<file path="src/logic/psc_defs.svh">
// Purpose: Constants for the receive statistics counter bank.
// Assumes: Host registers are 16 bits wide, byte addressed.
// Notes: Offsets, fields and limits used by psc_counters.
//
// Contract
// - Thirty-two counters per port, each read as a 32-bit word indirectly.
// - Word bit 31 reads one after the counter overflowed.
// - Word bit 30 reads one when the returned value is valid.
// - Bits 29..0 hold the count; reset zero, cleared on each read.
// - Counters sit at indirect offsets 0x00 through 0x1F.
// - Command starts a read; low half and high half in two data registers.
// - Offsets 0x0/0x1 add octets of low/high priority frames, bad included.
// - Offset 0x2 counts short frames with correct CRC.
// - Offset 0x3 counts short frames with CRC, symbol or alignment error.
// - Offset 0x4 counts long good-CRC frames up to 2000 bytes.
// - Offset 0x5 counts long frames with errors; limit follows max size.
// - Offset 0x6 counts legal-length frames with an invalid symbol.
// - Offset 0x7 counts legal whole-byte frames with bad CRC.
// - Offset 0x8 counts legal partial-byte frames with bad CRC.
// - Offset 0x9 counts MAC control frames of type 88-08h.
// - Offset 0xA counts qualified pause frames.
// - Offset 0xB counts good broadcast frames only.
// - Offset 0xC counts good multicast, not control, not broadcast.
// - Offset 0xD counts good single-station frames.
// - Offset 0xE counts all frames exactly 64 octets long.
`ifndef PSC_DEFS_SVH
`define PSC_DEFS_SVH

// ==========================================================
// Host register addresses
`define PSC_ADDR_CMD 11'h020
`define PSC_ADDR_LOW 11'h02c
`define PSC_ADDR_HIGH 11'h02e

// ==========================================================
// Command and word fields
`define PSC_CMD_RD_BIT 12
`define PSC_CMD_TBL_HI 11
`define PSC_CMD_TBL_LO 10
`define PSC_CMD_TBL_STATS 2'h3
`define PSC_CMD_OFS_HI 9
`define PSC_WORD_OVF 31
`define PSC_WORD_VALID 30

// ==========================================================
// Counter offsets
`define PSC_OFS_LO_OCT 0
`define PSC_OFS_HI_OCT 1
`define PSC_OFS_SHORT_GOOD 2
`define PSC_OFS_SHORT_BAD 3
`define PSC_OFS_LONG_GOOD 4
`define PSC_OFS_LONG_BAD 5
`define PSC_OFS_BAD_SYM 6
`define PSC_OFS_CRC_FAIL 7
`define PSC_OFS_PARTIAL 8
`define PSC_OFS_MAC_CTRL 9
`define PSC_OFS_PAUSE 10
`define PSC_OFS_ALL_STN 11
`define PSC_OFS_GROUP 12
`define PSC_OFS_SINGLE 13
`define PSC_OFS_MIN_SIZE 14
`define PSC_OFS_BIN0 15

// ==========================================================
// Frame length limits in octets
`define PSC_LEN_MIN 11'h040
`define PSC_LEN_LONG_CAP 11'h7d0
`define PSC_LEN_MAX_DEF 11'h5f2
`define PSC_LEN_BIN0 11'h041
`define PSC_LEN_BIN1 11'h080
`define PSC_LEN_BIN2 11'h100
`define PSC_LEN_BIN3 11'h200
`define PSC_LEN_BIN4 11'h400

`endif

</file>
<file path="src/logic/psc_pkg.sv">
// Purpose: Types for the receive statistics counter bank.
// Assumes: Nothing beyond the standard language.
// Notes: Constants live in psc_defs.svh.
`default_nettype none

package psc_pkg;
  // ==========================================================
  // Indirect read sequencing
  typedef enum logic {
    PSC_RD_IDLE,
    PSC_RD_CAPTURE
  } psc_rd_state_type;
endpackage : psc_pkg

`default_nettype wire

</file>
<file path="src/logic/psc_counters.sv">
// Purpose: Receive statistics counters with indirect host reads.
// Assumes: Frame descriptor arrives as one pulse at frame end.
// Notes: Counters above the receive set have no source here.
`include "psc_defs.svh"
`default_nettype none

module psc_counters #(
  parameter int NUM_CNT = 32,
  parameter int CNT_W = 30,
  parameter int LEN_W = 11
) (
  input wire logic clk,
  input wire logic rst_b,
  input wire logic regWrite,
  input wire logic regRead,
  input wire logic [10:0] regAddr,
  input wire logic [15:0] regWdata,
  output logic [15:0] regRdata,
  input wire logic frameDone,
  input wire logic [LEN_W-1:0] frameLen,
  input wire logic [LEN_W-1:0] maxFrameLen,
  input wire logic frameHighPrio,
  input wire logic crcOk,
  input wire logic symbolErr,
  input wire logic partialByte,
  input wire logic macCtrlType,
  input wire logic pauseDestOk,
  input wire logic pauseOpcodeOk,
  input wire logic allStation,
  input wire logic groupAddr
);

  // ==========================================================
  // Elaboration checks
  if (NUM_CNT != 32 || CNT_W != 30 || LEN_W != 11) begin : gBadParam
    $error("psc_counters: bank shape must be 32 x 30 bits, 11-bit length");
  end

  // ==========================================================
  // Reset release through two flops
  logic rstSync1_r;
  logic rstSync2_r;
  always_ff @(posedge clk or negedge rst_b) begin
    if (!rst_b) begin
      rstSync1_r <= 1'b0;
      rstSync2_r <= 1'b0;
    end else begin
      rstSync1_r <= 1'b1;
      rstSync2_r <= rstSync1_r;
    end
  end
  wire logic rstN = rstSync2_r;

  // ==========================================================
  // Frame classification
  logic [NUM_CNT-1:0] evt;
  logic legalLen;
  logic isShort;
  logic isLong;
  logic anyErr;
  logic isGood;
  always_comb begin
    isShort = frameLen < `PSC_LEN_MIN;
    isLong = frameLen > maxFrameLen;
    legalLen = !isShort && !isLong;
    anyErr = !crcOk || symbolErr || partialByte;
    isGood = !anyErr;
    evt = '0;
    evt[`PSC_OFS_SHORT_GOOD] = isShort && crcOk;
    evt[`PSC_OFS_SHORT_BAD] = isShort && anyErr;
    evt[`PSC_OFS_LONG_GOOD] = isLong && crcOk &&
      frameLen <= `PSC_LEN_LONG_CAP;
    evt[`PSC_OFS_LONG_BAD] = isLong && anyErr;
    evt[`PSC_OFS_BAD_SYM] = legalLen && symbolErr;
    evt[`PSC_OFS_CRC_FAIL] = legalLen && !crcOk && !partialByte;
    evt[`PSC_OFS_PARTIAL] = legalLen && !crcOk && partialByte;
    evt[`PSC_OFS_MAC_CTRL] = macCtrlType;
    evt[`PSC_OFS_PAUSE] = macCtrlType && pauseDestOk && pauseOpcodeOk &&
      !isShort && crcOk;
    evt[`PSC_OFS_ALL_STN] = isGood && allStation;
    evt[`PSC_OFS_GROUP] = isGood && groupAddr && !allStation &&
      !macCtrlType;
    evt[`PSC_OFS_SINGLE] = isGood && !groupAddr && !allStation;
    evt[`PSC_OFS_MIN_SIZE] = frameLen == `PSC_LEN_MIN;
    // Size bins, bad frames included
    evt[`PSC_OFS_BIN0] = frameLen >= `PSC_LEN_BIN0 &&
      frameLen < `PSC_LEN_BIN1;
    evt[`PSC_OFS_BIN0+1] = frameLen >= `PSC_LEN_BIN1 &&
      frameLen < `PSC_LEN_BIN2;
    evt[`PSC_OFS_BIN0+2] = frameLen >= `PSC_LEN_BIN2 &&
      frameLen < `PSC_LEN_BIN3;
    evt[`PSC_OFS_BIN0+3] = frameLen >= `PSC_LEN_BIN3 &&
      frameLen < `PSC_LEN_BIN4;
    evt[`PSC_OFS_BIN0+4] = frameLen >= `PSC_LEN_BIN4 && !isLong;
    if (!frameDone) begin
      evt = '0;
    end
  end

  // Per-counter addend: octet counters take the length, others one
  logic [CNT_W-1:0] incr [NUM_CNT];
  always_comb begin
    for (int i = 0; i < NUM_CNT; i++) begin
      incr[i] = {{(CNT_W-1){1'b0}}, evt[i]};
    end
    incr[`PSC_OFS_LO_OCT] = (frameDone && !frameHighPrio) ?
      {{(CNT_W-LEN_W){1'b0}}, frameLen} : '0;
    incr[`PSC_OFS_HI_OCT] = (frameDone && frameHighPrio) ?
      {{(CNT_W-LEN_W){1'b0}}, frameLen} : '0;
  end

  // ==========================================================
  // Host side state
  psc_pkg::psc_rd_state_type rdState_r;
  psc_pkg::psc_rd_state_type rdState_nxt;
  logic [15:0] cmd_r;
  logic [15:0] cmd_nxt;
  logic [31:0] word_r;
  logic [31:0] word_nxt;
  logic [15:0] regRdata_r;
  logic [15:0] regRdata_nxt;
  logic [4:0] selIdx;
  logic inBank;
  logic cmdHit;

  // Counter bank, kept in flops so every entry can move each cycle
  logic [CNT_W-1:0] cnt_r [NUM_CNT];
  logic [CNT_W-1:0] cnt_nxt [NUM_CNT];
  logic [NUM_CNT-1:0] ovf_r;
  logic [NUM_CNT-1:0] ovf_nxt;

  // Offset decode shared by read clear and capture
  function automatic logic bank_hit(input logic [15:0] c);
    bank_hit = c[`PSC_CMD_OFS_HI:5] == '0;
  endfunction : bank_hit

  always_comb begin
    selIdx = cmd_r[4:0];
    inBank = bank_hit(cmd_r);
    cmdHit = regWrite && regAddr == `PSC_ADDR_CMD;
  end

  // ==========================================================
  // Counter update: a read clears first, then this cycle's event adds,
  // so an event landing on the read is kept in the fresh count
  always_comb begin
    logic [CNT_W:0] sum;
    sum = '0;
    for (int i = 0; i < NUM_CNT; i++) begin
      cnt_nxt[i] = cnt_r[i];
      ovf_nxt[i] = ovf_r[i];
      if (rdState_r == psc_pkg::PSC_RD_CAPTURE && inBank &&
          selIdx == i[4:0]) begin
        cnt_nxt[i] = '0;
        ovf_nxt[i] = 1'b0;
      end
      sum = {1'b0, cnt_nxt[i]} + {1'b0, incr[i]};
      cnt_nxt[i] = sum[CNT_W-1:0];
      if (sum[CNT_W]) begin
        ovf_nxt[i] = 1'b1;
      end
    end
  end

  always_ff @(posedge clk or negedge rstN) begin
    if (!rstN) begin
      for (int i = 0; i < NUM_CNT; i++) begin
        cnt_r[i] <= '0;
      end
      ovf_r <= '0;
    end else begin
      cnt_r <= cnt_nxt;
      ovf_r <= ovf_nxt;
    end
  end

  // ==========================================================
  // Indirect access: a stats read command write drops valid, capture one cycle later
  always_comb begin
    rdState_nxt = psc_pkg::PSC_RD_IDLE;
    cmd_nxt = cmd_r;
    word_nxt = word_r;
    regRdata_nxt = regRdata_r;
    if (rdState_r == psc_pkg::PSC_RD_CAPTURE) begin
      word_nxt = '0;
      word_nxt[`PSC_WORD_VALID] = 1'b1;
      if (inBank) begin
        word_nxt[`PSC_WORD_OVF] = ovf_r[selIdx];
        word_nxt[CNT_W-1:0] = cnt_r[selIdx];
      end
    end
    if (cmdHit) begin
      cmd_nxt = regWdata;
      if (regWdata[`PSC_CMD_RD_BIT] && regWdata[`PSC_CMD_TBL_HI:
          `PSC_CMD_TBL_LO] == `PSC_CMD_TBL_STATS) begin
        word_nxt = '0;
        rdState_nxt = psc_pkg::PSC_RD_CAPTURE;
      end
    end
    if (regRead) begin
      unique case (regAddr)
        `PSC_ADDR_CMD: regRdata_nxt = cmd_r;
        `PSC_ADDR_LOW: regRdata_nxt = word_r[15:0];
        `PSC_ADDR_HIGH: regRdata_nxt = word_r[31:16];
        default: regRdata_nxt = '0; // Unmapped reads return zero
      endcase
    end
  end

  always_ff @(posedge clk or negedge rstN) begin
    if (!rstN) begin
      rdState_r <= psc_pkg::PSC_RD_IDLE;
      cmd_r <= '0;
      word_r <= '0;
      regRdata_r <= '0;
    end else begin
      rdState_r <= rdState_nxt;
      cmd_r <= cmd_nxt;
      word_r <= word_nxt;
      regRdata_r <= regRdata_nxt;
    end
  end

  assign regRdata = regRdata_r;

endmodule : psc_counters

`default_nettype wire

</file>
<file path="config.mk">
export PLATFORM = sky130hd
export DESIGN_NAME = psc_counters
export DESIGN_NICKNAME = d
export VERILOG_FILES = /design/src/logic/psc_pkg.sv /design/src/logic/psc_counters.sv
export VERILOG_INCLUDE_DIRS = /design/src /design/src/logic
export SDC_FILE = /design/constraint.sdc
export NUM_CORES = 2
export LEC_CHECK = 0
export ABC_AREA = 1
export BUFFER_PORTS_ARGS = -buffer_cell sky130_fd_sc_hd__buf_2
export CAP_MARGIN = 40
export CELL_PAD_IN_SITES_DETAIL_PLACEMENT = 0
export CELL_PAD_IN_SITES_GLOBAL_PLACEMENT = 2
export CORE_MARGIN = 3
export CORE_UTILIZATION = 38
export CTS_BUF_LIST = sky130_fd_sc_hd__clkbuf_2
export DETAILED_ROUTE_END_ITERATION = 8
export GPL_TIMING_DRIVEN = 0
export PLACE_DENSITY_LB_ADDON = 0.12
export SKIP_LAST_GASP = 1
export SLEW_MARGIN = 30
export SYNTH_ARGS = -nofsm -noshare
export SYNTH_HDL_FRONTEND = slang
export SYNTH_SLANG_ARGS = --single-unit
</file>
<file path="constraint.sdc">
create_clock -name clk -period 24.8 [get_ports clk]
set_input_delay 4.96 -clock clk [delete_from_list [all_inputs] [get_ports clk]]
set_output_delay 4.96 -clock clk [all_outputs]
set_load 0.05 [all_outputs]
</file>
# Word level (Yosys, flattened, before mapping)
# Index checks and enable logic that the tools add are counted.
classes:
  reduce_logical: 107
  n_eq_ne: 36
  n_bitwise: 1
  muxes: 112
  add_sub_neg: 32
  order_cmp: 14
op_table:
  columns: ["op", "n"]
  rows:
  - ["two-way mux 30 bit", 35]
  - ["adder 30 x 1 -> 31 bit", 18]
  - ["adder 30 x 1 -> 31 bit (second input constant)", 12]
  - ["binary-select mux 30 bit (select 5 bit)", 1]
  - ["two-way mux 32 bit", 3]
  - ["equality test 5 bit (second input constant)", 16]
  - ["two-way mux 1 bit", 68]
  - ["nonzero test 2 bit", 32]
  - ["adder 30 x 11 -> 31 bit", 2]
  - ["logical AND 1 bit", 62]
  - ["case mux 16 bit (3 select lines)", 1]
  - ["equality test 5 x 4 -> 1 bit (second input constant)", 8]
  - ["equality test 11 x 6 -> 1 bit (second input constant)", 3]
  - ["two-way mux 11 bit", 2]
  - ["equality test 5 x 3 -> 1 bit (second input constant)", 4]
  - ["two-way mux 20 bit", 1]
  - ["equality test 11 x 7 -> 1 bit (second input constant)", 1]
  - ["greater-or-equal comparator 11 x 10 -> 1 bit (second input constant)", 1]
  - ["greater-or-equal comparator 11 bit (second input constant)", 1]
  - ["greater-or-equal comparator 11 x 7 -> 1 bit (second input constant)", 1]
  - ["greater-or-equal comparator 11 x 8 -> 1 bit (second input constant)", 1]
  - ["greater-or-equal comparator 11 x 9 -> 1 bit (second input constant)", 1]
  - ["> comparator 11 bit", 1]
  - ["<= comparator 11 bit (second input constant)", 1]
  - ["other kinds (15)", 26]
word_totals:
  output_inout_bits: 16
  register_bits: 1059
  input_bits: 63

# Depth between registers and ports, before layout
logic_depth:
  word_depth: 10
  depth_mapped: 21
  ltp_nobuf: 19

# Worst setup path before layout
# No wires, ideal clock.
synth_path:
  path_kind: "input-to-reg"
  startpoint: "in maxFrameLen[10]"
  endpoint: "reg cnt_r[748] (netlist name)"
  required_time_ps: 24683
  path_stages: 18
  setup_slack_ps: 17288
  arrival_ps: 7395
  setup_time_ps: 117
  cell_sequence: "inv_1 > ha_1 > nand2_1 > nor4_1 > nand3_1 > o21ai_0 > nand3_1 > nor2_1 > ha_1 > nand3_1 > inv_1 > nand2_1 > nor2_1 > inv_1 > nor2_1 > nand2_1 > nand2_1 > nand2_1"
synth_rtl:
  columns: ["element", "line_no", "rtl"]
  rows:
  - ["from (decl)", "psc_counters.sv:21", "input wire logic [LEN_W-1:0] maxFrameLen,"]
  - ["to (signal assigned)", "psc_counters.sv:172", "cnt_r <= cnt_nxt;"]
  - ["to (decl)", "psc_counters.sv:127", "logic [CNT_W-1:0] cnt_r [NUM_CNT];"]

# Worst setup path in the final report
layout_path:
  startpoint: "reg regRdata_r[5] (netlist: regRdata[5])"
  endpoint: "out regRdata[5]"
layout_rtl:
  columns: ["element", "line_no", "rtl"]
  rows:
  - ["from (decl)", "psc_counters.sv:120", "logic [15:0] regRdata_r;"]
  - ["from (signal assigned)", "psc_counters.sv:220", "regRdata_r <= regRdata_nxt;"]
  - ["to (decl)", "psc_counters.sv:18", "output logic [15:0] regRdata,"]
# No word-level cell between the ends.

==> run_results.csv <==
group,metric,value,unit
status,status,"complete, no violations",
cells_and_area,fin_cells,8625,
place,dp.cells,8259,
place,gp_congestion,1.01,
power,seqPwrFrac,0.470,
floorplanning,pin_count,79,
synthesis,ys_seq_elements,687,
drt,drt_iter0_markers,4622,
clock_tree,clk_pin_slew,0.09,ns
synthesis,mappedNetlistNets,6757,
power,ir_worst_vdd,47.5,uV
timing,tightestPinTransition,1.21,ns
timing,fin_crit,7.38,ns
drt,routed-via-count,46900,
synthesis,syn_area_per_cell,6.77,um^2
flow_run,drv_cap,0,
clock_tree,numCtsBuffers,207,
setup_path,critical-path-top-delay-family,"flip-flops",
global_routing,track_usage,0.341,
timing,hold_violations,0,
drt,drc,0,
synthesis,synth-seq-area-share,0.383,
power,switching_share,0.382,
power,internal_power,1.78,mW
synthesis,yosysWarnings,0,
floorplanning,die_h,350,um
power,p_per_area,58.1,mW/mm^2
clock_tree,h-tree-depth,4,
setup_path,r2r_slack,20.09,ns
cells_and_area,final_area,0.0497,mm^2
drt,wire_per_inst,24.4,um
place,place_area,0.0478,mm^2
global_routing,grt-busiest-layer,"met2",
setup_path,reg2reg_to,"cnt_r[953]$_DFF_PN0_",
timing,finClkSkew,0.119,ns
drt,firstDrtPassIters,5,
global_routing,gr-total-overflow,0,
synthesis,synth_cell_types,48,
cells_and_area,syn_to_final_growth,10.8,%
clock_tree,clockBufferDepth,3,
timing,final-setup-viol-count,0,
drt,final_antenna_net_count,0,
setup_path,reg2regPathDepth,17,
global_routing,grt_pass1_wl,305000,um
setup_path,crit_slowest_cell,"dfrtp_1",
clock_tree,cts.sinks,687,
clock_tree,cts_tree,"done",
setup_path,cp_cell_sequence,"buf_2",
power,p_clk_frac,0.321,
timing,max_freq,0.135,GHz
floorplanning,core_area,0.117,mm^2
timing,slew_headroom,0.196,
global_routing,met3_usage,0.0564,
floorplanning,initial_core_util,0.384,
setup_path,worstReg2RegStart,"cmd_r[3]$_DFFE_PN0P_",
setup_path,cp-end-kind,"output pin",
synthesis,syn_area,0.0449,mm^2
cells_and_area,drive_above_1_share,0.0871,
power,power.share.combinational,0.209,
global_routing,use_met2,0.501,
setup_path,critPathBufInv,1,
power,p_leak,25.0,nW
setup_path,critical_path_class,"register to output pin",
clock_tree,cts_setup_buffers,0,
timing,slew_violations,0,
synthesis,synthDominantCellAreaShare,0.383,
setup_path,crit_arrival,2.42,ns
synthesis,ys_top_cells_by_area,"dfrtp_1, nand2_1, nor2_1",
drt,routed_wl,211000,um
cells_and_area,fillCellCount,12700,
cells_and_area,fin_nets,7081,
floorplanning,die_x,350,um
place,port_buffers,78,
global_routing,grt_pass1_vias,45000,
synthesis,synth.largest_area_cell,"dfrtp_1",
setup_path,path_max_fanout,2,
clock_tree,hold_buffers,0,
power,power_switching,1.10,mW
setup_path,start_kind,"register",
global_routing,met1_usage,0.495,
place,hpwl,169000,um
floorplanning,rows,125,
clock_tree,clock_latency,1.73,ns
timing,rsz0062_at_grt,"no",
global_routing,antenna_found_initial,6,
floorplanning,dieArea,0.122,mm^2
clock_tree,cts_root_buf,"clkbuf_2",
setup_path,crit_required,19.84,ns
synthesis,synth_cells,6623,
global_routing,grt_max_degree,47,
clock_tree,cts_resized,0,
min_path,hold_path.class,"register to asynchronous set/reset pin",
cells_and_area,fin_util,0.426,
drt,via_per_inst,5.44,
setup_path,cpPeakStageDelay,0.44,ns
timing,fin_crit_sh,0.298,
## stage by stage
stage	hold slack, ns	setup WS [ns]	power [mW]	setup TNS, ns
floorplan	0.331	4.23	1.73	0
global placement	0.332	-6.48	1.95	-4349.05
detailed placement	0.303	15.78	1.97	0
CTS	0.310	17.21	2.90	0
global route	0.323	17.19	3.05	0
finish	0.297	17.42	2.89	0
## registers in the layout (all words and copies together), names as in the netlist
register,cells
cmd_r,16
cnt_r,600
ovf_r,20
rdState_r,1
regRdata,16
rstN,1
rstSync1_r,1
word_r,32
## cell families after synthesis
family,count (synthesis),share of synthesized area
and+or+nand+nor,4171,0.388
buffers and inverters,861,0.0755
DFF,687,0.383
AOI/OAI and AO/OA,532,0.0747
xor gates and xnor gates,300,0.0586
adders and majority gates,71,0.0201
other,1,0.0000836
## routing by layer
layer,routed length (um),part of all wire
met4,9420,0.045
met2,88200,0.42
met3,15500,0.074
met1,97700,0.46
met5,0,0
## how the worst max path moves through the flow
stage	from	depth (start not counted)	slack, ns	end
2_1_floorplan	rstN$_DFF_PN0_	0	4.23	cmd_r[0]$_DFFE_PN0P_
3_3_place_gp	rstN$_DFF_PN0_	0	-6.48	cnt_r[760]$_DFF_PN0_
3_5_place_dp	frameLen[10]	17	15.78	cnt_r[718]$_DFF_PN0_
4_1_cts	regRdata[5]$_DFFE_PN0P_	1	17.21	regRdata[5]
5_1_grt	frameLen[10]	18	17.19	cnt_r[748]$_DFF_PN0_
6_report	regRdata[5]$_DFFE_PN0P_	1	17.42	regRdata[5]
## cells in the mapped netlist, drive strengths merged
library cell,count
o21a,3
nand2,2034
nand3b,97
nand4,76
ha,69
or2,5
fa,2
a22oi,174
a22o,2
o22ai,48
o211a,1
xor2,161
inv,661
conb,1
o221ai,14
a31oi,9
clkbuf,73
nor3,58
a221oi,6
a21o,3
nor2,1162
and2,12
buf,123
clkinv,4
and3,2
a211oi,1
o2111ai,13
o21ai,173
a21boi,1
dfrtp,687
xnor2,139
nand3,722
nor4,3
o21bai,10
a21oi,74
## power groups by stage
stage | registers (mW) | clock network (mW) | logic, mW
2_1_floorplan | 1.33 | 0 | 0.398
4_1_cts | 1.35 | 0.955 | 0.595
3_5_place_dp | 1.37 | 0 | 0.592
3_3_place_gp | 1.40 | 0 | 0.552
5_1_grt | 1.37 | 1.01 | 0.673
6_report | 1.36 | 0.926 | 0.603
## cell usage in the layout (no fill, tap or decap), types with 97 or more instances in the layout
master and n:
o21ai_0 166, nor2_1 1145, nand2_1 2029, clkbuf_2 330, xnor2_1 139, xor2_1 161, buf_2 164, nand3b_1 97
inv_1 645, nand3_1 717, dfrtp_1 686, a22oi_1 174
## layout make-up
cell class	instances	area, um^2	area share
buffer	196	920	0.0185
multi-input combinational	5075	24300	0.489
antenna	8	20.0	0.000403
clock buffer	310	1550	0.0312
inverter	665	2500	0.0502
tap	1524	1910	0.0384
clock inverter	45	263	0.00529
sequential	687	17200	0.346
timing repair buffer	115	1040	0.0209
## worst reg2reg max path, delay by kind of cell (launching register included)
family	cells	cell delay [ns]
AO/OA/AOI/OAI	2	0.95
adder cells (fa/ha/maj)	1	0.39
buffers and inverters	4	0.88
flip-flops	1	0.46
AND/OR/NAND/NOR	10	1.88
No activity file was read; power rests on OpenSTA's default activity.
